===== src/hdl/insn_decode_pkg.sv =====
// Constants and types for the 12-bit instruction decoder
// Notes on behaviour
// - Each instruction arrives as one 12-bit word holding an opcode field and operand fields.
// - Every word is sorted into byte-oriented, bit-oriented or literal and control groups.
// - Byte and bit instructions carry a 5-bit register select naming one of 32 file registers.
// - For byte instructions a destination bit of 0 sends the result to the accumulator, 1 to the file register.
// - Bit instructions carry a 3-bit field naming one bit of the 8-bit selected register.
// - Literal and control instructions yield an 8-bit or 9-bit immediate, by format.
// - Don't-care bits never change decoding; encoders should fill them with 0.
// - An instruction takes one cycle, or two when its test is true or it changes the program counter.
// - One instruction cycle lasts exactly four oscillator periods.
package insn_decode_pkg;

  // ==========================================================
  // Field layout
  localparam int unsigned INSN_W = 12;
  localparam int unsigned FSEL_LSB = 0;
  localparam int unsigned FSEL_W = 5;
  localparam int unsigned DEST_POS = 5;
  localparam int unsigned BITN_LSB = 5;
  localparam int unsigned BITN_W = 3;
  localparam int unsigned LIT8_W = 8;
  localparam int unsigned LIT9_W = 9;

  // ==========================================================
  // Timing
  localparam int unsigned PHASES_PER_CYCLE = 4;
  localparam logic [1:0] PHASE_LAST = 2'h3;
  localparam logic [1:0] PHASE_RESET = 2'h0;

  // ==========================================================
  // Reset values
  localparam logic [11:0] NOP_WORD = 12'h000;

  typedef enum logic [1:0] {
    GRP_BYTE = 2'b00,
    GRP_BIT = 2'b01,
    GRP_LIT = 2'b10
  } insn_group_t;

  typedef enum logic [1:0] {
    LITF_NONE = 2'b00,
    LITF_8 = 2'b01,
    LITF_9 = 2'b10
  } lit_form_t;

endpackage : insn_decode_pkg


===== src/hdl/decode_if.sv =====
// Carrier between the field splitter and the timing top
`timescale 1ns/1ps
`default_nettype none
interface decode_if;
  logic [11:0] word;
  insn_decode_pkg::insn_group_t group;
  logic [4:0] fsel;
  logic dest_file;
  logic [2:0] bitn;
  logic [8:0] literal;
  insn_decode_pkg::lit_form_t lit_form;
  logic pc_change;
  logic cond_test;

  modport splitter (input word, output group, fsel, dest_file, bitn, literal, lit_form,
    pc_change, cond_test);
  modport user (output word, input group, fsel, dest_file, bitn, literal, lit_form,
    pc_change, cond_test);
endinterface : decode_if
`default_nettype wire


===== src/hdl/insn_field_split.sv =====
// Combinational field splitter for 12-bit instruction words
`timescale 1ns/1ps
`default_nettype none
module insn_field_split
(
  decode_if.splitter dif
);

  // ==========================================================
  // Field extraction
  always_comb
  begin
    dif.fsel = dif.word[insn_decode_pkg::FSEL_LSB +: insn_decode_pkg::FSEL_W];
    dif.dest_file = dif.word[insn_decode_pkg::DEST_POS];
    dif.bitn = dif.word[insn_decode_pkg::BITN_LSB +: insn_decode_pkg::BITN_W];
    dif.literal = 9'h000;
    dif.lit_form = insn_decode_pkg::LITF_NONE;
    dif.pc_change = 1'b0;
    dif.cond_test = 1'b0;
    if (dif.word[11:10] == 2'b00)
    begin
      dif.group = insn_decode_pkg::GRP_BYTE;
      // Skip-on-zero forms test the result
      dif.cond_test = (dif.word[9:6] == 4'hB) || (dif.word[9:6] == 4'hF);
    end
    else if (dif.word[11:10] == 2'b01)
    begin
      dif.group = insn_decode_pkg::GRP_BIT;
      dif.cond_test = dif.word[9];
    end
    else
    begin
      dif.group = insn_decode_pkg::GRP_LIT;
      if (dif.word[11:9] == 3'b101)
      begin
        dif.literal = dif.word[8:0];
        dif.lit_form = insn_decode_pkg::LITF_9;
        dif.pc_change = 1'b1;
      end
      else
      begin
        dif.literal = {1'b0, dif.word[7:0]};
        dif.lit_form = insn_decode_pkg::LITF_8;
        // Return and call alter the counter
        dif.pc_change = (dif.word[11:9] == 3'b100);
      end
    end
    // don't-care bits
    // Zero-page control words are decoded only from defined bits; fields above stay inert.
  end

endmodule : insn_field_split
`default_nettype wire


===== src/hdl/insn_decoder.sv =====
// Instruction decoder and four-phase cycle timing
`timescale 1ns/1ps
`default_nettype none
module insn_decoder
(
  // Clock and reset
  input wire logic clk_i,
  input wire logic reset_i,
  // Program memory side
  input wire logic [11:0] insn_i,
  input wire logic cond_true_i,
  // Timing
  output logic [1:0] phase_o,
  output logic cycle_end_o,
  // Decoded fields
  output insn_decode_pkg::insn_group_t group_o,
  output logic [4:0] fsel_o,
  output logic dest_file_o,
  output logic [2:0] bitn_o,
  output logic [8:0] literal_o,
  output insn_decode_pkg::lit_form_t lit_form_o,
  output logic [11:0] word_o,
  output logic flush_o
);

  // ==========================================================
  // State
  typedef struct packed {
    logic [1:0] phase;
    logic flush;
    logic [11:0] word;
    insn_decode_pkg::insn_group_t group;
    logic [4:0] fsel;
    logic dest_file;
    logic [2:0] bitn;
    logic [8:0] literal;
    insn_decode_pkg::lit_form_t lit_form;
    logic cycle_end;
  } state_t;

  state_t state_q;
  state_t state_d;
  logic [11:0] fetch_sync1_q;
  logic [11:0] fetch_sync2_q;
  logic cond_sync1_q;
  logic cond_sync2_q;

  decode_if dif ();

  // Program memory sits outside this clock, so both inputs are synchronised
  always_ff @(posedge clk_i)
  begin
    fetch_sync1_q <= insn_i;
    fetch_sync2_q <= fetch_sync1_q;
    cond_sync1_q <= cond_true_i;
    cond_sync2_q <= cond_sync1_q;
  end

  assign dif.word = state_q.flush ? insn_decode_pkg::NOP_WORD : fetch_sync2_q;

  insn_field_split u_split
  (
    .dif(dif)
  );

  // ==========================================================
  // Next state
  always_comb
  begin
    state_d = state_q;
    state_d.phase = state_q.phase + 2'h1;
    // Pulse lands on phase 0, together with the freshly latched fields
    state_d.cycle_end = (state_q.phase == insn_decode_pkg::PHASE_LAST);
    if (state_q.phase == insn_decode_pkg::PHASE_LAST)
    begin
      state_d.word = dif.word;
      state_d.group = dif.group;
      state_d.fsel = dif.fsel;
      state_d.dest_file = dif.dest_file;
      state_d.bitn = dif.bitn;
      state_d.literal = dif.literal;
      state_d.lit_form = dif.lit_form;
      // second cycle
      // Condition is sampled at the cycle boundary; earlier phases may still settle.
      state_d.flush = dif.pc_change || (dif.cond_test && cond_sync2_q);
    end
  end

  always_ff @(posedge clk_i)
  begin
    if (reset_i)
    begin
      state_q <= '{phase: insn_decode_pkg::PHASE_RESET, flush: 1'b0,
        word: insn_decode_pkg::NOP_WORD, group: insn_decode_pkg::GRP_BYTE,
        fsel: 5'h00, dest_file: 1'b0, bitn: 3'h0, literal: 9'h000,
        lit_form: insn_decode_pkg::LITF_NONE, cycle_end: 1'b0};
    end
    else
    begin
      state_q <= state_d;
    end
  end

  // ==========================================================
  // Outputs
  assign phase_o = state_q.phase;
  assign cycle_end_o = state_q.cycle_end;
  assign group_o = state_q.group;
  assign fsel_o = state_q.fsel;
  assign dest_file_o = state_q.dest_file;
  assign bitn_o = state_q.bitn;
  assign literal_o = state_q.literal;
  assign lit_form_o = state_q.lit_form;
  assign word_o = state_q.word;
  assign flush_o = state_q.flush;

endmodule : insn_decoder
`default_nettype wire


===== config.mk =====
export PLATFORM = sky130hd
export DESIGN_NAME = insn_decoder
export DESIGN_NICKNAME = d
export VERILOG_FILES = /design/src/hdl/insn_decode_pkg.sv /design/src/hdl/decode_if.sv /design/src/hdl/insn_field_split.sv /design/src/hdl/insn_decoder.sv
export SDC_FILE = /design/constraint.sdc
export NUM_CORES = 1
export LEC_CHECK = 0
export BUFFER_PORTS_ARGS = -buffer_cell sky130_fd_sc_hd__buf_2
export CAP_MARGIN = 0
export CORE_MARGIN = 3
export CORE_UTILIZATION = 51
export CTS_BUF_LIST = sky130_fd_sc_hd__clkbuf_8
export DETAILED_ROUTE_END_ITERATION = 6
export HOLD_SLACK_MARGIN = 0.05
export PLACE_DENSITY = 0.86
export RECOVER_POWER = 50
export SETUP_SLACK_MARGIN = 0.15
export SYNTH_ARGS = -nofsm -noshare
export SYNTH_HDL_FRONTEND = slang
export SYNTH_SLANG_ARGS = --single-unit

===== constraint.sdc =====
create_clock -name clk_i -period 1.75 [get_ports clk_i]
set_clock_uncertainty 0.15 [all_clocks]
set_input_delay 0.2625 -clock clk_i [delete_from_list [all_inputs] [get_ports clk_i]]
set_output_delay 0.2625 -clock clk_i [all_outputs]
set_load 0.03 [all_outputs]

==> impl_metrics.csv, run 1 <==
group,metric,value,unit
run_status,outcome,"completed",
hold_path,hold_path_startpoint,"fetch_sync1_q[8]",
clocking,clock_path_buffers,2,
critical_path,reg2reg_depth,4,
grt,grt-ovfl-total,0,
hold_path,timing.hold.worst.class,"flip-flop to flip-flop",
power_and_ir_drop,p_per_area,1140,nW/um^2
synthesis,synth-warning-count,0,
synthesis,synthesis.nets,156,
floorplanning,floorplan.rows,19,
synthesis,synthesized_area_per_cell,11.4,um^2
routing,first_pass_iters,4,
final_layout,mostFrequentLayoutCells,"dfxtp_1 (52), buf_2 (34), nor2_1 (24), clkbuf_1 (18), a22oi_1 (16)",
synthesis,post_synth_inst_count,140,
grt,antenna_found_initial,0,
job,cap_violations,0,
routing,detailedRoute.firstIterationViolations,41,
floorplanning,placeable_core_area,2880,um^2
clocking,postCtsSetupBuffers,0,
power_and_ir_drop,total_power,2.36,mW
routing,route.detailed.drc,0,
critical_path,timing.critical_path.required,1740,ps
timing,final.hold.worst_slack,183,ps
grt,grt_start_max_net_pins,29,
critical_path,crit_path_start_kind,"flip-flop",
placed_design,routabilityCongestion,0.775,
timing,slew_headroom,0.236,
clocking,tritoncts_buffers,5,
hold_path,whs_endpoint,"fetch_sync2_q[8]",
timing,setup_viol,0,
timing,post-route-min-period,1470,ps
power_and_ir_drop,share_seq_of_total_power,0.555,
critical_path,critPathCaptureType,"flip-flop",
clocking,ctsRootBufferMaster,"clkbuf_8",
timing,fmaxAchievable,678,MHz
final_layout,layout_commonest_cell,"dfxtp_1",
power_and_ir_drop,clkPwrFrac,0.363,
routing,detailroute.via_count,1143,
critical_path,ff_to_ff_end,"word_o[5]",
clocking,clk_transition_reported_paths,90,ps
final_layout,final_core_util,0.716,
synthesis,yosysSeqAreaShare,0.674,
timing,timing.setup.tns,0,ps
timing,grt_setup_unrepaired,"no",
clocking,cts-htree-levels,2,
synthesis,netlist-cell-type-count,21,
placed_design,dp_hpwl,2010,um
floorplanning,die_height,62.1,um
final_layout,drive_gt1_frac,0.273,
clocking,numClockSinks,54,
power_and_ir_drop,p_int,1.83,mW
clocking,cts.hold.buffers_added,13,
power_and_ir_drop,power.switching,527,uW
floorplanning,ios,53,
routing,viasPerCell,4.76,
clocking,insertion_delay,300,ps
floorplanning,fp.dieW,62.1,um
final_layout,number_of_nets_at_the_end_of_the_flow,213,
grt,track_usage,0.177,
timing,post-route-period-util,0.843,
hold_path,hold_depth,0,
timing,worstMarginPinSlew,1150,ps
clocking,postCtsResizedCells,0,
power_and_ir_drop,cellLeakagePower,0.885,nW
timing,maxSlewViolCount,0,
routing,finalWirelength,2980,um
synthesis,ys_ff_latch,54,
power_and_ir_drop,p_comb_frac,0.082,
grt,grt_first_pass_wirelength,4750,um
critical_path,cp_data_arrival_time,1470,ps
floorplanning,floorplan.initialDensity,0.557,
synthesis,syn_area,1600,um^2
critical_path,timing.setup.critical_path_class,"flip-flop to flip-flop",
final_layout,area_overhead_vs_synth,28.4,%
power_and_ir_drop,swShare,0.224,
routing,drt-wirelength-per-cell,12.4,um
routing,drt.antenna.violating_nets,0,
clocking,tritoncts_clock_tree,"yes",
power_and_ir_drop,max-vdd-ir-drop,0.752,mV
floorplanning,fp.dieArea,3850,um^2
critical_path,path_max_fanout,9,
grt,via_count_of_the_first_global_routing_pass,1020,
critical_path,reg2reg_slack,280,ps
critical_path,rr_startpoint,"phase_o[0]",
timing,hold_violations,0,
final_layout,antenna_cells_inserted,0,
placed_design,buffer_ports.inserted,52,
-- power groups by stage --
stage	Combinational [mW]	Clock [mW]	Sequential (mW)
after global routing	0.211	0.936	1.32
after floorplan	0.0890	0	1.37
after CTS	0.198	0.880	1.31
final	0.193	0.854	1.31
after global placement	0.171	0	1.33
after detailed placement	0.175	0	1.34
-- synth_stat cells (all sizes together) --
library cell | instances | area [um^2]
a21oi | 6 | 30.0
ha | 1 | 12.5
and3b | 1 | 10.0
or3b | 1 | 8.76
a311oi | 1 | 8.76
and4bb | 2 | 25.0
nand2 | 4 | 15.0
mux2i | 3 | 30.0
inv | 1 | 3.75
nand2b | 1 | 6.26
nand3 | 2 | 10.0
and2b | 3 | 26.3
clkbuf | 2 | 7.51
dfxtp | 54 | 1080
nor2b | 1 | 6.26
buf | 16 | 104
nor2 | 24 | 90.1
a22oi | 16 | 120
or4 | 1 | 7.51
-- cell families after synthesis --
group,share of synthesized area
multiplexers,0.0187
AO/OA/AOI/OAI,0.0991
buffers and inverters,0.0718
AND/OR/NAND/NOR,0.128
flip-flops,0.674
adder cells (fa/ha/maj),0.00781
-- through the flow --
| stage | worst slack (ps) | instances | instance area, um^2 |
|---|---|---|---|
| 3_5_place_dp | 337 | 219 | 1830 |
| 3_3_place_gp | 375 | 219 | 1830 |
| 2_1_floorplan | 203 | 140 | 1610 |
| 6_report | 276 | 240 | 2060 |
| 4_1_cts | 294 | 240 | 2080 |
| 5_1_grt | 174 | 240 | 2060 |
-- routing by layer --
metal,vias up,global-route usage,routed length [um]
met1,523,0.207,1200
met5,-,0,0
met3,6,0.0744,242
met4,0,0.0636,38
met2,41,0.288,1500
li1,573,-,-
-- registers in the layout (all words and copies together) (netlist names), 2 cells and up --
| register | flops |
|---|---|
| fetch_sync2_q | 12 |
| lit_form_o | 2 |
| phase_o | 2 |
| word_o | 12 |
| literal_o | 9 |
| fetch_sync1_q | 12 |
-- critical path, cell delays in order (launching register included) --
cell     delay, ps
dfxtp_2        340
ha_1           260
and2b_2        290
a22oi_1        220
nor2_1          70
-- how the worst max path moves through the flow --
| stage | depth (start not counted) | to | start |
|---|---|---|---|
| finish | 4 | word_o[5] | phase_o[0] |
| global route | 4 | word_o[5] | phase_o[0] |
| CTS | 4 | word_o[5] | phase_o[0] |
| detailed placement | 5 | group_o[0] | phase_o[0] |
| global placement | 5 | group_o[0] | phase_o[0] |
| floorplan | 6 | word_o[5] | phase_o[0] |
-- layout make-up --
class                      count  area (um^2)
fill                         197          818
tap                           42         52.6
sequential                    54         1080
clock inverter                 2         38.8
multi-input combinational     67          407
clock buffer                   6         82.6
inverter                       1         3.75
timing repair buffer          68          390
Power figures use the tool's default switching activity.
==> run 2: changes to the inputs <==
Settings changed: ABC_AREA from default to 1, CORE_UTILIZATION 51 to 46, PLACE_DENSITY 0.86 to 0.81.
Clock period 1.75 ns to 1.25 ns, I/O delays scaled along.
==> impl_metrics.csv, run 2 <==
group,metric,value,unit
routing,detailedRoute.firstIterationViolations,48,
critical_path,cell_family_contributing_the_most_delay_on_the_critical_path,"simple AND/OR/NAND/NOR gates",
floorplanning,fp.dieArea,4310,um^2
synthesis,async_set_or_reset_flop_fraction_in_the_synthesized_netlist,0,
grt,track_usage,0.194,
timing,hold_violations,0,
grt,antenna_found_initial,0,
grt,via_count_of_the_first_global_routing_pass,1342,
critical_path,crit_path_start_kind,"flip-flop",
floorplanning,floorplan.initialDensity,0.483,
clocking,cts-htree-levels,2,
final_layout,antenna_cells_inserted,0,
clocking,insertion_delay,300,ps
power_and_ir_drop,total_power,3.63,mW
routing,viasPerCell,4.69,
floorplanning,ios,53,
clocking,tritoncts_clock_tree,"yes",
run_status,outcome,"complete, but fails checks",
final_layout,layout_commonest_cell,"nand2_1",
run_status,failed_checks,"negative setup slack",
critical_path,timing.critical_path.buf_inv,1,
synthesis,post_synth_inst_count,165,
routing,drt-wirelength-per-cell,14.1,um
clocking,clock_path_buffers,2,
synthesis,synth_enable_flop_cells,0,
synthesis,share_of_the_synthesized_area_in_the_top_cell_type,0.660,
timing,grt_setup_unrepaired,"yes",
grt,grt_first_pass_wirelength,6240,um
floorplanning,floorplan.rows,21,
placed_design,placed_area,1940,um^2
grt,grt_most_used_layer,"met2",
synthesis,post_synth_mux_area_share,0,
timing,fmaxAchievable,781,MHz
synthesis,synth-compound-area-share,0.0917,
timing,worstMarginPinSlew,325,ps
timing,maxSlewViolCount,0,
routing,first_pass_iters,4,
synthesis,netlist.top_cell.by_area,"dfxtp_1",
grt,groute.layer.met1.usage,0.232,
synthesis,adder_and_majority_cell_fraction_of_the_synthesized_area,0.00764,
final_layout,finish.cell_count_without_fillers,289,
floorplanning,die_height,65.7,um
synthesis,yosysSeqAreaShare,0.660,
timing,postLayoutSetupSlackWorst,-30.1,ps
synthesis,post_synth_and_or_nand_nor_area_fraction,0.157,
grt,grt_start_max_net_pins,17,
synthesis,synthesized_area_per_cell,9.93,um^2
final_layout,mostFrequentLayoutCells,"nand2_1 (44), buf_6 (39), dfxtp_2 (26), dfxtp_1 (25), buf_4 (18)",
critical_path,chain_of_cells_forming_the_critical_path,"ha_4, inv_8, nor2_4, nand2_2, nor2_2, nor2_2, nor2_1",
critical_path,cpMostUsedCell,"nor2_2",
routing,drt.antenna.violating_nets,0,
critical_path,path_max_fanout,5,
placed_design,routabilityCongestion,0.750,
timing,timing.setup.tns,-59.0,ps
job,cap_violations,0,
grt,grtUsageMet2,0.320,
placed_design,worst_setup_slack_after_placement,26.5,ps
grt,grt-ovfl-total,0,
floorplanning,fp.dieW,65.7,um
synthesis,ys_ff_latch,54,
synthesis,synthFlopType,"dfxtp_1",
critical_path,cp_slowest_cell,"dfxtp_4",
routing,finalWirelength,4090,um
placed_design,buffer_ports.inserted,52,
grt,grt.met3_usage,0.0444,
final_layout,final_core_util,0.781,
critical_path,timing.critical_path.required,1340,ps
timing,final.hold.worst_slack,95.2,ps
final_layout,postLayoutCellArea,2650,um^2
clocking,numClockSinks,54,
timing,post-route-period-util,1.02,
timing,setup_viol,5,
synthesis,synth-warning-count,0,
critical_path,timing.setup.critical_path_class,"flip-flop to flip-flop",
placed_design,dpl.cell_count,253,
power_and_ir_drop,p_per_area,1370,nW/um^2
clocking,clk_transition_reported_paths,100,ps
placed_design,dp_hpwl,2090,um
timing,post-route-min-period,1280,ps
synthesis,synthTopCellsByCount,"dfxtp_1 (54), nand2_1 (46), a21oi_1 (21)",
final_layout,number_of_nets_at_the_end_of_the_flow,258,
hold_path,timing.hold.worst.class,"input pin to flip-flop",
floorplanning,placeable_core_area,3390,um^2
synthesis,synthesis.nets,181,
timing,slew_headroom,0.783,
final_layout,drive_gt1_frac,0.547,
clocking,ctsRootBufferMaster,"clkbuf_8",
synthesis,synth_top_family_by_area,"simple AND/OR/NAND/NOR gates",
final_layout,area_overhead_vs_synth,61.6,%
synthesis,netlist-cell-type-count,20,
critical_path,critPathCaptureType,"flip-flop",
power_and_ir_drop,cellLeakagePower,1.14,nW
synthesis,synth.most_common_cell,"dfxtp_1",
critical_path,cp_data_arrival_time,1370,ps
critical_path,critPathMaxStageDelay,370,ps
routing,route.detailed.drc,0,
routing,detailroute.via_count,1355,
power_and_ir_drop,max-vdd-ir-drop,0.960,mV
synthesis,synthTopCellsByArea,"dfxtp_1 (66%), nand2_1 (11%), a21oi_1 (6.4%)",
synthesis,syn_area,1640,um^2
synthesis,synth_xor_area_frac,0,
clocking,tritoncts_buffers,5,
## run 2: cell count changes in the layout (fill, tap and decap cells not counted), moves of 9 or more
cell,delta
nand2_1,+40
buf_6,+39
dfxtp_1,-27
dfxtp_2,+24
buf_2,-20
clkbuf_1,-18
nor2_1,-18
a22oi_1,-16
buf_4,+15
a21oi_2,+10
a21oi_1,+9
## run 2: worst paths after layout
path / startpoint / cells past startpoint / endpoint / slack [ps]
setup / recovery: phase_o[0] / 7 / literal_o[8] / -30
hold reg to reg: fetch_sync1_q[8] / 0 / fetch_sync2_q[8] / 180
setup reg to reg: phase_o[0] / 7 / literal_o[8] / -30
hold / removal: reset_i / 2 / word_o[0] / 100
## run 2: power breakdown
group / internal, mW / leakage, nW / total, mW / switching (mW)
clock network: 0.853 / 0.0714 / 1.38 / 0.530
registers: 1.80 / 0.461 / 1.86 / 0.0567
logic: 0.189 / 0.606 / 0.391 / 0.203
## run 2: worst register-to-register path: cells and delay by family (launching register included)
family / cells / cell delay, ps
and+or+nand+nor: 5 / 470
DFF: 1 / 370
adders and majority gates: 1 / 170
buffers and inverters: 1 / 50
## run 2: repair_timing
item | CTS | global route
cloned | 0 | 0
setup buffers | 9 | 6
hold buffers | 13 | 0
endpoints found under the hold margin | 13 | 0
resized for setup | 99 | 19
setup endpoints to repair | 62 | 63
pin swaps | 1 | 3
## run 2: kinds of logic after synthesis
logic type	count (synthesis)
DFF	54
buffers and inverters	23
AOI/OAI and AO/OA	27
and+or+nand+nor	60
adders and majority gates	1
## run 2: layout make-up
type / instances / area [um^2]
clock buffer: 6 / 82.6
clock inverter: 2 / 60.1
fill: 183 / 743
inverter: 7 / 33.8
multi-input combinational: 88 / 473
sequential: 54 / 1120
tap: 46 / 57.6
timing repair buffer: 86 / 815
## run 2: layer usage
metal | wire [um] | up-vias | part of all wire
met5 | 0 | - | 0
met4 | 126 | 0 | 0.031
met3 | 224 | 9 | 0.055
met2 | 2120 | 48 | 0.52
met1 | 1610 | 638 | 0.39
li1 | - | 660 | -
==> run 3: changes to the inputs <==
Settings changed: SKIP_LAST_GASP from default to 1.
==> impl_metrics.csv, run 3 (synthesis gave the netlist of run 2 again) <==
group,metric,value,unit
run_status,outcome,"complete, but fails checks",
run_status,failed_checks,"negative setup slack",
clocking,tritoncts_buffers,5,
clocking,cts-htree-levels,2,
critical_path,critPathCaptureType,"flip-flop",
critical_path,critPathMaxStageDelay,370,ps
timing,fmaxAchievable,775,MHz
timing,timing.setup.tns,-55.4,ps
final_layout,number_of_nets_at_the_end_of_the_flow,258,
grt,track_usage,0.194,
routing,route.detailed.drc,0,
clocking,clk_transition_reported_paths,100,ps
floorplanning,floorplan.initialDensity,0.483,
routing,drt-wirelength-per-cell,13.9,um
critical_path,cell_family_contributing_the_most_delay_on_the_critical_path,"flip-flops",
power_and_ir_drop,total_power,3.62,mW
placed_design,dp_hpwl,2090,um
grt,grt_start_max_net_pins,17,
timing,slew_headroom,0.795,
final_layout,finish.cell_count_without_fillers,289,
floorplanning,placeable_core_area,3390,um^2
job,cap_violations,0,
routing,finalWirelength,4020,um
final_layout,layout_commonest_cell,"nand2_1",
clocking,clock_path_buffers,2,
critical_path,path_depth,6,
routing,detailedRoute.firstIterationViolations,41,
timing,worstMarginPinSlew,308,ps
grt,antenna_found_initial,0,
critical_path,cp_slowest_cell,"dfxtp_4",
routing,viasPerCell,4.68,
placed_design,buffer_ports.inserted,52,
critical_path,timing.critical_path.required,1320,ps
floorplanning,fp.dieW,65.7,um
hold_path,hold_depth,2,
critical_path,cp_data_arrival_time,1360,ps
clocking,insertion_delay,300,ps
timing,post-route-period-util,1.03,
clocking,ctsRootBufferMaster,"clkbuf_8",
power_and_ir_drop,cellLeakagePower,1.14,nW
clocking,numClockSinks,54,
clocking,tritoncts_clock_tree,"yes",
critical_path,chain_of_cells_forming_the_critical_path,"ha_4, inv_8, nor2_4, buf_6, nand2_1, a21oi_1",
grt,grt-ovfl-total,0,
hold_path,timing.hold.worst.class,"input pin to flip-flop",
timing,grt_setup_unrepaired,"yes",
floorplanning,floorplan.rows,21,
routing,drt.antenna.violating_nets,0,
final_layout,filler_cell_count,182,
grt,grt_first_pass_wirelength,6240,um
final_layout,final_core_util,0.776,
placed_design,routabilityCongestion,0.750,
grt,via_count_of_the_first_global_routing_pass,1342,
timing,maxSlewViolCount,0,
power_and_ir_drop,max-vdd-ir-drop,0.958,mV
timing,hold_violations,0,
floorplanning,ios,53,
placed_design,dpl.cell_count,253,
power_and_ir_drop,p_per_area,1380,nW/um^2
critical_path,reg2reg_depth,6,
final_layout,antenna_cells_inserted,0,
final_layout,area_overhead_vs_synth,60.7,%
timing,post-route-min-period,1290,ps
routing,detailroute.via_count,1352,
floorplanning,fp.dieArea,4310,um^2
final_layout,drive_gt1_frac,0.535,
critical_path,crit_path_start_kind,"flip-flop",
final_layout,mostFrequentLayoutCells,"nand2_1 (44), buf_6 (38), dfxtp_1 (26), dfxtp_2 (25), buf_4 (18)",
timing,setup_viol,2,
floorplanning,die_height,65.7,um
critical_path,timing.setup.critical_path_class,"flip-flop to flip-flop",
timing,postLayoutSetupSlackWorst,-39.6,ps
routing,first_pass_iters,4,
critical_path,path_max_fanout,5,
critical_path,timing.critical_path.buf_inv,2,
run 3: cell types whose count changed in the layout (fill, tap and decap cells not counted):
| cell | previous run | this run |
|---|---|---|
| buf_6 | 39 | 38 |
| clkbuf_2 | 0 | 1 |
| dfxtp_1 | 25 | 26 |
| a21oi_2 | 10 | 8 |
| a21oi_1 | 15 | 17 |
| dfxtp_2 | 26 | 25 |
run 3: area by class of cell:
type / instances / area, um^2 / area share
clock buffers: 6 / 82.6 / 0.0314
clock inverters: 2 / 60.1 / 0.0228
inverters: 7 / 33.8 / 0.0128
multi-input cells: 88 / 465 / 0.177
flip-flops and latches: 54 / 1120 / 0.427
well taps: 46 / 57.6 / 0.0219
repair buffers: 86 / 808 / 0.307
run 3: power breakdown:
part / internal [mW] / switching [mW] / total [mW]
combinational: 0.187 / 0.201 / 0.388
clock: 0.853 / 0.527 / 1.38
sequential: 1.80 / 0.0553 / 1.85
total: 2.84 / 0.783 / 3.62
run 3: repair_timing:
action	in CTS	in global routing
buffers inserted	9	6
hold endpoints to repair	13	0
hold buffers	13	0
resized for setup	99	16
pin swaps	1	3
setup endpoints to repair	62	63
run 3: per-layer routing:
metal	up-vias	GRT usage	wire, um
met5	-	0	0
met1	634	0.232	1570
met3	12	0.0444	235
met4	0	0.104	138
li1	658	-	-
met2	48	0.320	2080
run 3: through the flow:
step	setup slack, ps	hold WS [ps]	area, um^2
after floorplan	38.5	65.2	1670
after global placement	60.7	140	1940
after detailed placement	26.5	141	1940
after CTS	38.7	83.2	2540
after global routing	-58.4	92.0	2630
final	-39.6	82.0	2630
run 3: worst paths after layout:
kind / start / end / slack (ps)
max: phase_o[0] / word_o[3] / -40
min: reset_i / word_o[0] / 80
max reg2reg: phase_o[0] / word_o[3] / -40
min reg2reg: fetch_sync1_q[2] / fetch_sync2_q[2] / 180
